**src/common/mrpe_pkg.sv**
```systemverilog
// package for the memory replay / page walk event selection block
// assumes an apb slave with 32-bit data and byte addresses
`default_nettype none
package mrpe_pkg;
    // register byte offsets
    localparam logic [7:0] OFF_SP0    = 8'h00;
    localparam logic [7:0] OFF_SP1    = 8'h04;
    localparam logic [7:0] OFF_OB0    = 8'h08;
    localparam logic [7:0] OFF_OB1    = 8'h0c;
    localparam logic [7:0] OFF_PW0    = 8'h10;
    localparam logic [7:0] OFF_PW1    = 8'h14;
    localparam logic [7:0] OFF_CCFG   = 8'h18;
    localparam logic [7:0] OFF_STAT   = 8'h1c;
    localparam logic [7:0] OFF_MASK   = 8'h20;
    localparam logic [7:0] OFF_CNT    = 8'h24;
    // event control register fields and the store group field of the group config word
    localparam int SEL_LSB  = 25;
    localparam int SEL_W    = 7;
    localparam int CAUSE_LSB = 9;
    localparam int CAUSE_W  = 16;
    localparam int GRP_LSB  = 13;
    localparam int GRP_W    = 3;
    localparam int GRP_OB_LSB = 0; // ordering group field in the group config word
    localparam int GRP_PW_LSB = 4; // walk group field in the group config word
    // codes
    localparam logic [6:0] SEL_STORE_REPLAY = 7'h05;
    localparam logic [6:0] SEL_OB_REPLAY    = 7'h03;
    localparam logic [6:0] SEL_PAGE_WALK    = 7'h01;
    localparam logic [2:0] GRP_STORE        = 3'h2;
    localparam logic [2:0] GRP_OB           = 3'h2;
    localparam logic [2:0] GRP_PW           = 3'h4;
    // cause mask bits
    localparam logic [15:0] DEF_STORE = 16'h0002; // divided_store_cause
    localparam logic [15:0] DEF_OB    = 16'h003a; // bits 1,3,4,5
    localparam logic [15:0] DEF_PW    = 16'h0003; // bits 0,1
    localparam logic [31:0] RST_CTL   = 32'h0000_0000;
    localparam logic [11:0] PAGE_4K_MASK = 12'hfff;
    localparam int NUM_CTL = 6;
    localparam int NUM_EV  = 3;
endpackage : mrpe_pkg
`default_nettype wire

```
**src/common/mrpe_sel_if.sv**
```systemverilog
// carries one control word and the raw causes into a selector
// assumes the same clock as the register file
`timescale 1ns/10ps
`default_nettype none
interface mrpe_sel_if;
    logic [31:0] ctl;
    logic [2:0]  grp;
    logic [15:0] cause;
    logic        hit;
    modport host (output ctl, output grp, output cause, input hit);
    modport sel  (input ctl, input grp, input cause, output hit);
endinterface : mrpe_sel_if
`default_nettype wire

```
**src/rtl/mrpe_select.sv**
```systemverilog
// one event selector: code match, group match and masked cause or
// takes the raw causes from the caller; undefined bits drop out through the DEFS mask
`timescale 1ns/10ps
`default_nettype none
module mrpe_select #(
    parameter logic [6:0]  CODE  = mrpe_pkg::SEL_PAGE_WALK,
    parameter logic [2:0]  GROUP = mrpe_pkg::GRP_PW,
    parameter logic [15:0] DEFS  = mrpe_pkg::DEF_PW
) (
    mrpe_sel_if.sel s
);
    logic [15:0] m;
    // undefined mask bits never count
    always_comb begin
        m = s.ctl[mrpe_pkg::CAUSE_LSB +: mrpe_pkg::CAUSE_W] & DEFS;
        s.hit = (s.ctl[mrpe_pkg::SEL_LSB +: mrpe_pkg::SEL_W] == CODE)
              && (s.grp == GROUP)
              && |(m & s.cause);
    end
endmodule : mrpe_select
`default_nettype wire

```
**src/rtl/mrpe_top.sv**
```systemverilog
// Notes on behaviour
// - code 05h counts store-port replays, divided store
// - any selected cause of several counts
// - code 03h counts ordering-buffer load reissues, group 2
// - ordering mask bit 1: unknown store address
// - ordering mask bit 3: unknown store value
// - ordering mask bit 4: partial_overlap_cause overlap
// - ordering mask bit 5: low address mismatch
// - code 01h counts page walks, group 4
// - walk mask bit 0: data translation miss
// - walk mask bit 1: instruction translation miss
// - walk lookup treated as 4-KByte page
//
// apb slave with six event control registers, group config, status,
// mask and a counter; assumes causes are one-cycle pulses from the core
//
// Our own choices: the APB slave port and the placing of the registers.
`timescale 1ns/10ps
`default_nettype none
module mrpe_top #(
    parameter int CNT_W = 32
) (
    input  wire logic        pclk,
    input  wire logic        presetn,
    input  wire logic        psel,
    input  wire logic        penable,
    input  wire logic        pwrite,
    input  wire logic [7:0]  paddr,
    input  wire logic [31:0] pwdata,
    output logic      [31:0] prdata,
    output logic             pready,
    output logic             pslverr,
    input  wire logic        divided_store_cause,
    input  wire logic        at_retirement,
    input  wire logic [15:0] ordering_causes,
    input  wire logic        data_translation_miss_walk,
    input  wire logic        instruction_translation_miss_walk,
    input  wire logic [31:0] walk_address,
    output logic      [31:0] walk_page_base,
    output logic             irq
);
    typedef struct packed {
        logic [5:0][31:0] ctl;
        logic [31:0]      ccfg;   // three group fields, one per event
        logic [2:0]       stat;
        logic [2:0]       mask;
        logic [CNT_W-1:0] cnt;
        logic [31:0]      rdata;
        logic             ready;
        logic             err;
        logic [31:0]      pbase;
        logic             irq;
    } mrpe_state_type;

    mrpe_state_type st_r, st_nxt;
    mrpe_sel_if sif [3] ();
    logic [2:0] hit;

    function automatic logic [31:0] ctl_or(input logic [31:0] a, input logic [31:0] b);
        ctl_or = a | b;
    endfunction : ctl_or

    // store port: at retirement only the second control counts; otherwise both controls count
    assign sif[0].ctl   = at_retirement ? st_r.ctl[1] : ctl_or(st_r.ctl[0], st_r.ctl[1]);
    assign sif[0].grp   = st_r.ccfg[mrpe_pkg::GRP_LSB +: mrpe_pkg::GRP_W];
    assign sif[0].cause = {14'h0000, divided_store_cause, 1'b0};
    assign sif[1].ctl   = ctl_or(st_r.ctl[2], st_r.ctl[3]);
    assign sif[1].grp   = st_r.ccfg[mrpe_pkg::GRP_OB_LSB +: mrpe_pkg::GRP_W];
    // bits 1,3,4,5 cover the four ordering causes
    assign sif[1].cause = ordering_causes;
    assign sif[2].ctl   = ctl_or(st_r.ctl[4], st_r.ctl[5]);
    assign sif[2].grp   = st_r.ccfg[mrpe_pkg::GRP_PW_LSB +: mrpe_pkg::GRP_W];
    assign sif[2].cause = {14'h0000, instruction_translation_miss_walk,
                           data_translation_miss_walk};

    mrpe_select #(.CODE(mrpe_pkg::SEL_STORE_REPLAY), .GROUP(mrpe_pkg::GRP_STORE),
                  .DEFS(mrpe_pkg::DEF_STORE)) u_sp (.s(sif[0]));
    mrpe_select #(.CODE(mrpe_pkg::SEL_OB_REPLAY), .GROUP(mrpe_pkg::GRP_OB),
                  .DEFS(mrpe_pkg::DEF_OB)) u_ob (.s(sif[1]));
    mrpe_select #(.CODE(mrpe_pkg::SEL_PAGE_WALK), .GROUP(mrpe_pkg::GRP_PW),
                  .DEFS(mrpe_pkg::DEF_PW)) u_pw (.s(sif[2]));

    assign hit = {sif[2].hit, sif[1].hit, sif[0].hit};

    // next state: bus access, sticky status, counting
    always_comb begin
        st_nxt = st_r;
        st_nxt.ready = 1'b0;
        st_nxt.err = 1'b0;
        st_nxt.cnt = st_r.cnt + CNT_W'(hit[0]) + CNT_W'(hit[1]) + CNT_W'(hit[2]);
        // every counted walk looked up as a 4-KByte page
        if (|hit[2]) begin
            st_nxt.pbase = walk_address & ~{20'h00000, mrpe_pkg::PAGE_4K_MASK};
        end
        if (psel && !penable) begin
            st_nxt.ready = 1'b1;
            st_nxt.rdata = 32'h0000_0000;
            unique case (paddr)
                mrpe_pkg::OFF_SP0: st_nxt.rdata = st_r.ctl[0];
                mrpe_pkg::OFF_SP1: st_nxt.rdata = st_r.ctl[1];
                mrpe_pkg::OFF_OB0: st_nxt.rdata = st_r.ctl[2];
                mrpe_pkg::OFF_OB1: st_nxt.rdata = st_r.ctl[3];
                mrpe_pkg::OFF_PW0: st_nxt.rdata = st_r.ctl[4];
                mrpe_pkg::OFF_PW1: st_nxt.rdata = st_r.ctl[5];
                mrpe_pkg::OFF_CCFG: st_nxt.rdata = st_r.ccfg;
                mrpe_pkg::OFF_STAT: st_nxt.rdata = {29'h0, st_r.stat};
                mrpe_pkg::OFF_MASK: st_nxt.rdata = {29'h0, st_r.mask};
                mrpe_pkg::OFF_CNT:  st_nxt.rdata = 32'(st_r.cnt);
                default: st_nxt.err = 1'b1;
            endcase
        end
        if (psel && penable && st_r.ready && pwrite) begin
            unique case (paddr)
                mrpe_pkg::OFF_SP0: st_nxt.ctl[0] = pwdata;
                mrpe_pkg::OFF_SP1: st_nxt.ctl[1] = pwdata;
                mrpe_pkg::OFF_OB0: st_nxt.ctl[2] = pwdata;
                mrpe_pkg::OFF_OB1: st_nxt.ctl[3] = pwdata;
                mrpe_pkg::OFF_PW0: st_nxt.ctl[4] = pwdata;
                mrpe_pkg::OFF_PW1: st_nxt.ctl[5] = pwdata;
                mrpe_pkg::OFF_CCFG: st_nxt.ccfg = pwdata;
                mrpe_pkg::OFF_STAT: st_nxt.stat = st_r.stat & ~pwdata[2:0];
                mrpe_pkg::OFF_MASK: st_nxt.mask = pwdata[2:0];
                mrpe_pkg::OFF_CNT:  st_nxt.cnt = CNT_W'(pwdata);
                default: ;
            endcase
        end
        // set wins over write-one-to-clear
        st_nxt.stat = st_nxt.stat | hit;
        st_nxt.irq = |(st_nxt.stat & st_nxt.mask);
    end

    // single register for all state
    always_ff @(posedge pclk or negedge presetn) begin
        if (!presetn) begin
            st_r <= '0;
        end else begin
            st_r <= st_nxt;
        end
    end

    assign prdata = st_r.rdata;
    assign pready = st_r.ready;
    assign pslverr = st_r.err;
    assign walk_page_base = st_r.pbase;
    assign irq = st_r.irq;

    // page walk with group 4 counts
    pw_count_a: assert property (@(posedge pclk) disable iff (!presetn)
        sif[2].hit |=> st_r.stat[2]) else $error("walk not flagged");
    ob_group_a: assert property (@(posedge pclk) disable iff (!presetn)
        (sif[1].grp != mrpe_pkg::GRP_OB) |-> !sif[1].hit)
        else $error("ordering hit with wrong group");
    undef_bits_a: assert property (@(posedge pclk) disable iff (!presetn)
        (sif[2].cause[1:0] == 2'h0) |-> !sif[2].hit)
        else $error("undefined walk bit counted");
    page_base_a: assert property (@(posedge pclk) disable iff (!presetn)
        hit[2] |=> walk_page_base[11:0] == 12'h000)
        else $error("walk base not 4k");
    sp_code_a: assert property (@(posedge pclk) disable iff (!presetn)
        sif[0].hit |-> sif[0].ctl[31:25] == mrpe_pkg::SEL_STORE_REPLAY)
        else $error("store hit wrong code");
    apb_ready_a: assert property (@(posedge pclk) disable iff (!presetn)
        (psel && !penable) |=> pready) else $error("no ready");
    irq_mask_a: assert property (@(posedge pclk) disable iff (!presetn)
        (st_r.mask == 3'h0) |-> !irq) else $error("masked irq");
    ob_bit_a: assert property (@(posedge pclk) disable iff (!presetn)
        (sif[1].cause & mrpe_pkg::DEF_OB) == 16'h0 |-> !sif[1].hit)
        else $error("ordering undefined bit counted");

    // decoded fields of the merged controls, for the checks below only
    logic [6:0]  sp_code, ob_code, pw_code;
    logic [15:0] sp_mask, ob_mask, pw_mask;
    logic        ob_sel, pw_sel, stat_wr;
    assign sp_code = sif[0].ctl[mrpe_pkg::SEL_LSB +: mrpe_pkg::SEL_W];
    assign ob_code = sif[1].ctl[mrpe_pkg::SEL_LSB +: mrpe_pkg::SEL_W];
    assign pw_code = sif[2].ctl[mrpe_pkg::SEL_LSB +: mrpe_pkg::SEL_W];
    assign sp_mask = sif[0].ctl[mrpe_pkg::CAUSE_LSB +: mrpe_pkg::CAUSE_W];
    assign ob_mask = sif[1].ctl[mrpe_pkg::CAUSE_LSB +: mrpe_pkg::CAUSE_W];
    assign pw_mask = sif[2].ctl[mrpe_pkg::CAUSE_LSB +: mrpe_pkg::CAUSE_W];
    // code and group both right: the selector is armed
    assign ob_sel  = (ob_code == mrpe_pkg::SEL_OB_REPLAY) && (sif[1].grp == mrpe_pkg::GRP_OB);
    assign pw_sel  = (pw_code == mrpe_pkg::SEL_PAGE_WALK) && (sif[2].grp == mrpe_pkg::GRP_PW);
    // committed status write, the only way a sticky bit may fall
    assign stat_wr = psel && penable && pready && pwrite && (paddr == mrpe_pkg::OFF_STAT);

    // store port selector
    sp_cause_a: assert property (@(posedge pclk) disable iff (!presetn)
        sif[0].hit |-> divided_store_cause && sp_mask[1])
        else $error("store hit without selected cause");
    sp_group_a: assert property (@(posedge pclk) disable iff (!presetn)
        sif[0].hit |-> sif[0].grp == mrpe_pkg::GRP_STORE)
        else $error("store hit with wrong group");
    sp_retire_a: assert property (@(posedge pclk) disable iff (!presetn)
        (at_retirement && sif[0].hit)
        |-> st_r.ctl[1][mrpe_pkg::SEL_LSB +: mrpe_pkg::SEL_W] == mrpe_pkg::SEL_STORE_REPLAY)
        else $error("retirement hit not from second control");

    // ordering buffer selector: each cause counts alone
    ob_code_a: assert property (@(posedge pclk) disable iff (!presetn)
        sif[1].hit |-> ob_sel) else $error("ordering hit with wrong code");
    ob_addr_a: assert property (@(posedge pclk) disable iff (!presetn)
        (ob_sel && ob_mask[1] && ordering_causes[1]) |-> sif[1].hit)
        else $error("unknown address cause missed");
    ob_value_a: assert property (@(posedge pclk) disable iff (!presetn)
        (ob_sel && ob_mask[3] && ordering_causes[3]) |-> sif[1].hit)
        else $error("unknown value cause missed");
    ob_part_a: assert property (@(posedge pclk) disable iff (!presetn)
        (ob_sel && ob_mask[4] && ordering_causes[4]) |-> sif[1].hit)
        else $error("partial overlap cause missed");
    ob_low_a: assert property (@(posedge pclk) disable iff (!presetn)
        (ob_sel && ob_mask[5] && ordering_causes[5]) |-> sif[1].hit)
        else $error("low address cause missed");
    ob_any_a: assert property (@(posedge pclk) disable iff (!presetn)
        sif[1].hit |-> |(ob_mask & ordering_causes & mrpe_pkg::DEF_OB))
        else $error("ordering hit without selected cause");

    // page walk selector
    pw_code_a: assert property (@(posedge pclk) disable iff (!presetn)
        sif[2].hit |-> pw_sel) else $error("walk hit with wrong code");
    pw_data_a: assert property (@(posedge pclk) disable iff (!presetn)
        (pw_sel && pw_mask[0] && data_translation_miss_walk) |-> sif[2].hit)
        else $error("data miss walk missed");
    pw_inst_a: assert property (@(posedge pclk) disable iff (!presetn)
        (pw_sel && pw_mask[1] && instruction_translation_miss_walk) |-> sif[2].hit)
        else $error("instruction miss walk missed");
    pw_base_a: assert property (@(posedge pclk) disable iff (!presetn)
        hit[2] |=> walk_page_base[31:12] == $past(walk_address[31:12]))
        else $error("walk base lost page number");
    pw_undef_a: assert property (@(posedge pclk) disable iff (!presetn)
        (pw_mask & mrpe_pkg::DEF_PW) == 16'h0000 |-> !sif[2].hit)
        else $error("walk counted on undefined bit");

    // status stays set until software clears it; irq follows status and mask
    stat_keep_a: assert property (@(posedge pclk) disable iff (!presetn)
        (st_r.stat[2] && !stat_wr) |=> st_r.stat[2])
        else $error("walk status dropped");
    irq_level_a: assert property (@(posedge pclk) disable iff (!presetn)
        irq == |(st_r.stat & st_r.mask)) else $error("irq not status and mask");
    err_pulse_a: assert property (@(posedge pclk) disable iff (!presetn)
        pslverr |-> pready) else $error("error without ready");

    // read data taken from the registers as they stood at setup
    rd_sp0_a: assert property (@(posedge pclk) disable iff (!presetn)
        (psel && !penable && paddr == mrpe_pkg::OFF_SP0) |=> prdata == $past(st_r.ctl[0]))
        else $error("first store control read wrong");
    rd_sp1_a: assert property (@(posedge pclk) disable iff (!presetn)
        (psel && !penable && paddr == mrpe_pkg::OFF_SP1) |=> prdata == $past(st_r.ctl[1]))
        else $error("second store control read wrong");
    rd_ob0_a: assert property (@(posedge pclk) disable iff (!presetn)
        (psel && !penable && paddr == mrpe_pkg::OFF_OB0) |=> prdata == $past(st_r.ctl[2]))
        else $error("first ordering control read wrong");
    rd_ob1_a: assert property (@(posedge pclk) disable iff (!presetn)
        (psel && !penable && paddr == mrpe_pkg::OFF_OB1) |=> prdata == $past(st_r.ctl[3]))
        else $error("second ordering control read wrong");
    rd_pw0_a: assert property (@(posedge pclk) disable iff (!presetn)
        (psel && !penable && paddr == mrpe_pkg::OFF_PW0) |=> prdata == $past(st_r.ctl[4]))
        else $error("first walk control read wrong");
    rd_pw1_a: assert property (@(posedge pclk) disable iff (!presetn)
        (psel && !penable && paddr == mrpe_pkg::OFF_PW1) |=> prdata == $past(st_r.ctl[5]))
        else $error("second walk control read wrong");
    rd_ccfg_a: assert property (@(posedge pclk) disable iff (!presetn)
        (psel && !penable && paddr == mrpe_pkg::OFF_CCFG) |=> prdata == $past(st_r.ccfg))
        else $error("group config read wrong");

    // main scenarios seen at least once
    cov_sp_c: cover property (@(posedge pclk) sif[0].hit);
    cov_ob_c: cover property (@(posedge pclk) sif[1].hit);
    cov_pw_c: cover property (@(posedge pclk) sif[2].hit);
    cov_irq_c: cover property (@(posedge pclk) $rose(irq));
    cov_err_c: cover property (@(posedge pclk) pslverr);
endmodule : mrpe_top
`default_nettype wire

```
**config.mk**
```make
export PLATFORM = sky130hd
export DESIGN_NAME = mrpe_top
export DESIGN_NICKNAME = d
export VERILOG_FILES = /design/src/common/mrpe_pkg.sv /design/src/common/mrpe_sel_if.sv /design/src/rtl/mrpe_select.sv /design/src/rtl/mrpe_top.sv
export SDC_FILE = /design/constraint.sdc
export NUM_CORES = 1
export LEC_CHECK = 0
export BUFFER_PORTS_ARGS = -buffer_cell sky130_fd_sc_hd__buf_2
export CORE_AREA = 2 2 188 282
export CTS_CLUSTER_DIAMETER = 30
export DETAILED_ROUTE_END_ITERATION = 8
export DIE_AREA = 0 0 190 284
export PLACE_DENSITY = 0.5
export SLEW_MARGIN = 20
export SYNTH_ARGS = -nofsm -noshare
export SYNTH_HDL_FRONTEND = slang
export SYNTH_SLANG_ARGS = --single-unit
```
**constraint.sdc**
```tcl
create_clock -name pclk -period 4.55 [get_ports pclk]
set_input_delay 0.455 -clock pclk [delete_from_list [all_inputs] [get_ports pclk]]
set_output_delay 0.455 -clock pclk [all_outputs]
set_load 0.02 [all_outputs]
```
# Word level (Yosys, flattened, before mapping)
# Cells that the tools add are included.
# W data, S select, Z words.
[op_classes] reduce_logical=24 bitwise_logic=10 n_mux=8 n_addsub=3 n_eq_ne=15
[op_table] op="$pmux W32 S10" n=1
[op_table] op="$add A32 B1 Y32" n=3
[op_table] op="$or A32 B32 Y32" n=3
[op_table] op="$mux W32" n=2
[op_table] op="$reduce_or A16 Y1" n=3
[op_table] op="$mux W38" n=1
[op_table] op="$eq A8 B5 Y1 const B" n=4
[op_table] op="$and A6 B16 Y16" n=1
[op_table] op="$eq A8 B4 Y1 const B" n=2
[op_table] op="$eq A8 B6 Y1 const B" n=2
[op_table] op="$reduce_and A2 Y1" n=7
[op_table] op="$logic_and A1 B1 Y1" n=10
[op_table] op="$reduce_or A10 Y1" n=1
[op_table] op="$eq A8 B3 Y1 const B" n=1
[op_table] op="$logic_not A8 Y1" n=1
[op_table] op="$eq A7 B1 Y1 const B" n=1
[op_table] op="$eq A7 B2 Y1 const B" n=1
[op_table] op="$eq A7 B3 Y1 const B" n=1
[op_table] op="$and A3 B3 Y3" n=2
[op_table] op="$eq A3 B2 Y1 const B" n=2
[op_table] op="$mux W3" n=2
[op_table] op="$and A2 B2 Y2" n=2
[op_table] op="$eq A3 B3 Y1 const B" n=1
[op_table] op="$not A3 Y3" n=1
[op_table] op="5 further kinds" n=5
[word_totals] input_bits=97 output_inout_bits=67 elab_cells=75 register_bits=317

# Depth between registers and ports, before layout
[logic_depth] ltp_word=13 mapped_depth=12 depth_no_buf=11

# Cells and area by module
# Synthesis repeated with hierarchy kept, for this count alone.
[unflattened] hier_cells=1356 hier_area_um2=16021.6
[modules_own_cells] module="mrpe_top" cells_per_inst=1341 n_inst=1 seq_area_each_um2=7932.6 area_per_inst_um2=15886.5
[modules_own_cells] module="mrpe_select (u_ob)" cells_per_inst=6 n_inst=1 seq_area_each_um2=0.0 area_per_inst_um2=56.3
[modules_own_cells] module="mrpe_select (u_sp)" cells_per_inst=4 n_inst=1 seq_area_each_um2=0.0 area_per_inst_um2=41.3
[modules_own_cells] module="mrpe_select (u_pw)" cells_per_inst=5 n_inst=1 seq_area_each_um2=0.0 area_per_inst_um2=37.5

# Least setup slack after synthesis
# No wires, ideal clock.
[synth_timing] kind="reg2reg" startpoint="reg st_r[291] in the netlist's numbering" endpoint="reg st_r[85] in the netlist's numbering" arrival_ps=3436 required_time_ps=4413 setup_time_ps=137 path_stages_with_launch=13 path_slack_ps=977 period_less_slack_ps=3573 n_path_buf=1 cell_sequence="dfrtp_1 > or4_1 > nor2_1 > and4_1 > clkbuf_1 > fa_1 > ha_1 > fa_1 > and4_1 > and4_1 > nand4_1 > xor2_1 > a21oi_1"
[synth_rtl] item="start: declaration" line="mrpe_top.sv:55" text="mrpe_state_type st_r, st_nxt;"
[synth_rtl] item="start signal: assignment" line="mrpe_top.sv:137" text="st_r <= st_nxt;"

==> metrics.md <==
| Metric | Value |
|---|---|
| Clk buf depth | `3` |
| CP Buf/Inv Count | `0` |
| Post-Syn Instances | `1259` |
| Pwr dens | `429 nW/um^2` |
| TNS Setup | `0 ns` |
| Via density | `5.08` |
| Final core utilization | `0.362` |
| Total gr overflow | `0` |
| Die area | `~54000 um^2` |
| Clk sinks | `approximately 320` |
| Synth cell types | `66` |
| Failing checks | `hold timing` |
| Clock Tree Root | `clkbuf_16` |
| CP max stage delay | `between 0.5 and 0.6 ns` |
| Nets | `1463` |
| Critical path peak fanout | `4` |
| Max_cap viols | `0` |
| VDD IR-drop max | `~0.00025 V` |
| Final number of setup-violating endpoints | `0` |
| Worst path arrival time | `~4.2 ns` |
| CTS Buf Count | `66` |
| CTS H-tree lvls | `3` |
| LEAKAGE | `between 9 and 10 nW` |
| Routed WL | `48.8 mm` |
| I/O pin count | `164` |
| Ys flop type | `dfrtp_1` |
| Worst-Margin Slew | `approximately 0.94 ns` |
| Fin crit period | `3.74 ns` |
| Post-CTS sizing | `0` |
| Fmax | `267 MHz` |
| Async set-reset flop share out of synthesis | `1.00` |
| Post-CTS Setup Bufs | `0` |
| First drt pass iteration count | `5` |
| Max-slew violation count | `0` |
| Slew margin rel. | `0.370` |
| Commonest non-fill, non-tap cell in the layout | `dfrtp_1` |
| Cts hold-fix bufs | `0` |
| First-pass GRT wire length | `roughly 73 mm` |
| Worst Path Required | `4.98 ns` |
| Post-synth EDFFs | `0` |
| Routed vias | `10600` |
| Share of post-route cells with drive strength above 1 | `0.378` |
| Vias in the first global route | `approximately 11000` |
| CTS tree | `yes` |
| Period utilisation layout | `0.822` |
| Inserted Diodes | `0` |
| Site row count | `approximately 100` |
| Synth warn | `0` |
| Final Wtd Congestion | `about 0.79` |
| Mapped Avg Cell Area | `12.1 um^2` |
| Port bufs | `127` |
| Core ar. | `51400 um^2` |
| Initial DRC count | `684` |
| Die Y | `around 280 um` |
| Initial core utilization | `0.296` |
| Clock Latency Late Sink | `0.57 ns` |
| Status | `complete, but fails checks` |
| WL/cell | `23.4 um` |
| Hold Slack | `-0.00536 ns` |
| Initial antenna violation count | `5` |
| Post-Syn Area | `15200 um^2` |
| Routed Antenna Nets | `0` |
| Die Width | `190 um` |
| RSZ-0062 raised after global routing | `no` |
| Crit. End Element | `flop` |
| Seq/Total Area, Yosys | `0.520` |
| DRC errors left | `0` |
| GR Util All Layers | `0.182` |
| Worst hold path class | `in -> async` |
| Worst path cell trace | `nor4b_1, nand3b_1, nor4_1, fa_1, ha_1, fa_1, and4_1, and4_1, nand3_1, xor2_1, a21oi_1` |
| Worst Setup Path Type | `reg -> reg` |
| Critical Path Source Type | `flop` |
| Commonest non-fill, non-tap cells in the layout | `317 x dfrtp_1, 189 x mux2_2, 125 x buf_2` |
| Area Growth Syn to Fin | `22.0%` |
| Setup Skew | `0.0163 ns` |
| CP top delay family | `simple AND/OR/NAND/NOR gates` |
| DP HPWL | `between 30 and 40 mm` |
| CP max stage cell | `nor4_1` |
| Final Hold Fails | `1` |
| Largest net degree at the start of global routing | `116` |
| Clock transition at path regs | `0.05 ns` |
| Yosys reg bits | `317` |
-- registers in the layout, summed over array words and instances (netlist names) --
name            count
irq                 1
prdata             32
st_r              253
walk_page_base     20
sif.grp             9
pready              1
pslverr             1
-- cell families (layout without fill, tap and decap cells) --
kind of cell    Yosys count  in the layout  synth area share
fa+ha+maj                 4              4           0.00427
xor+xnor                 30             30            0.0172
flops                   317            317             0.520
mux                     274            274             0.215
other cells               1             12          0.000246
compound gates          199            199            0.0908
buf+inv                 149            292            0.0574
simple gates            285            285            0.0951
-- synthesized netlist by cell type (9+ instances only) --
cell	n	area share
o21ai_0	33	0.011
mux2_2	189	0.14
nor2_1	43	0.011
mux2_1	14	0.010
mux2i_1	31	0.020
xor2_1	16	0.0092
a32oi_1	9	0.0052
buf_4	64	0.032
nor2b_1	9	0.0037
mux2_4	30	0.030
nand4_1	12	0.0049
nor3_1	21	0.0069
o2bb2ai_1	11	0.0063
buf_2	36	0.012
mux4_2	10	0.015
nand2_1	112	0.028
and3_1	9	0.0037
a21oi_1	39	0.013
clkbuf_1	35	0.0086
o22ai_1	15	0.0062
nor4_1	9	0.0037
xnor2_1	14	0.0080
a22o_1	21	0.012
dfrtp_1	317	0.52
a22oi_1	40	0.020
nand3_1	29	0.0095
-- routing by layer --
layer / wire length [um] / vias up / track usage / share of wire
li1: - / 4743 / - / -
met1: 19600 / 5499 / 0.212 / 0.40
met2: 25400 / 260 / 0.325 / 0.52
met3: 1880 / 99 / 0.0307 / 0.038
met4: 1880 / 6 / 0.0845 / 0.038
met5: 41 / - / 0 / 0.00084
-- power by group --
part / switching (mW) / internal (mW)
Combinational: 0.201 / 0.0681
Sequential: 0.00989 / 2.84
Clock: 1.64 / 3.23
-- area by class of cell --
type                       count  area, um^2
multi-input combinational    804        6540
timing repair buffer         168        1010
sequential                   317        7930
fill                        5062       32800
tap                          676         846
clock buffer                  81        1870
inverter                       5        18.8
clock inverter                38         389
-- path summary, 6_finish.rpt --
path	startpoint	to	slack (ns)	cells past startpoint
setup reg to reg	sif[0].grp[2]$_DFFE_PN0P_	st_r[89]$_DFF_PN0_	0.81	11
hold reg to reg	walk_page_base[18]$_DFFE_PN0P_	walk_page_base[18]$_DFFE_PN0P_	0.46	2
min in group pclk	walk_address[25]	walk_page_base[25]$_DFFE_PN0P_	0.08	3
max in group asynchronous	presetn	st_r[213]$_DFFE_PN0P_	3.44	2
hold / removal	presetn	st_r[127]$_DFFE_PN0P_	-0.005	1
setup / recovery	sif[0].grp[2]$_DFFE_PN0P_	st_r[89]$_DFF_PN0_	0.81	11
-- metrics by stage --
step	std cells	area [um^2]	power, mW	hold WS (ns)	worst slack (ns)
after CTS	2088	18600	8.10	0.0454	0.830
final	2089	18600	7.99	-0.00536	0.810
after global placement	1969	16300	3.16	0.445	0.716
after global routing	2089	18600	8.26	0.0826	0.612
after floorplan	1270	15300	3.00	0.159	0.977
after detailed placement	1969	16300	3.17	0.450	0.760
No activity file was read; power rests on OpenSTA's default activity.
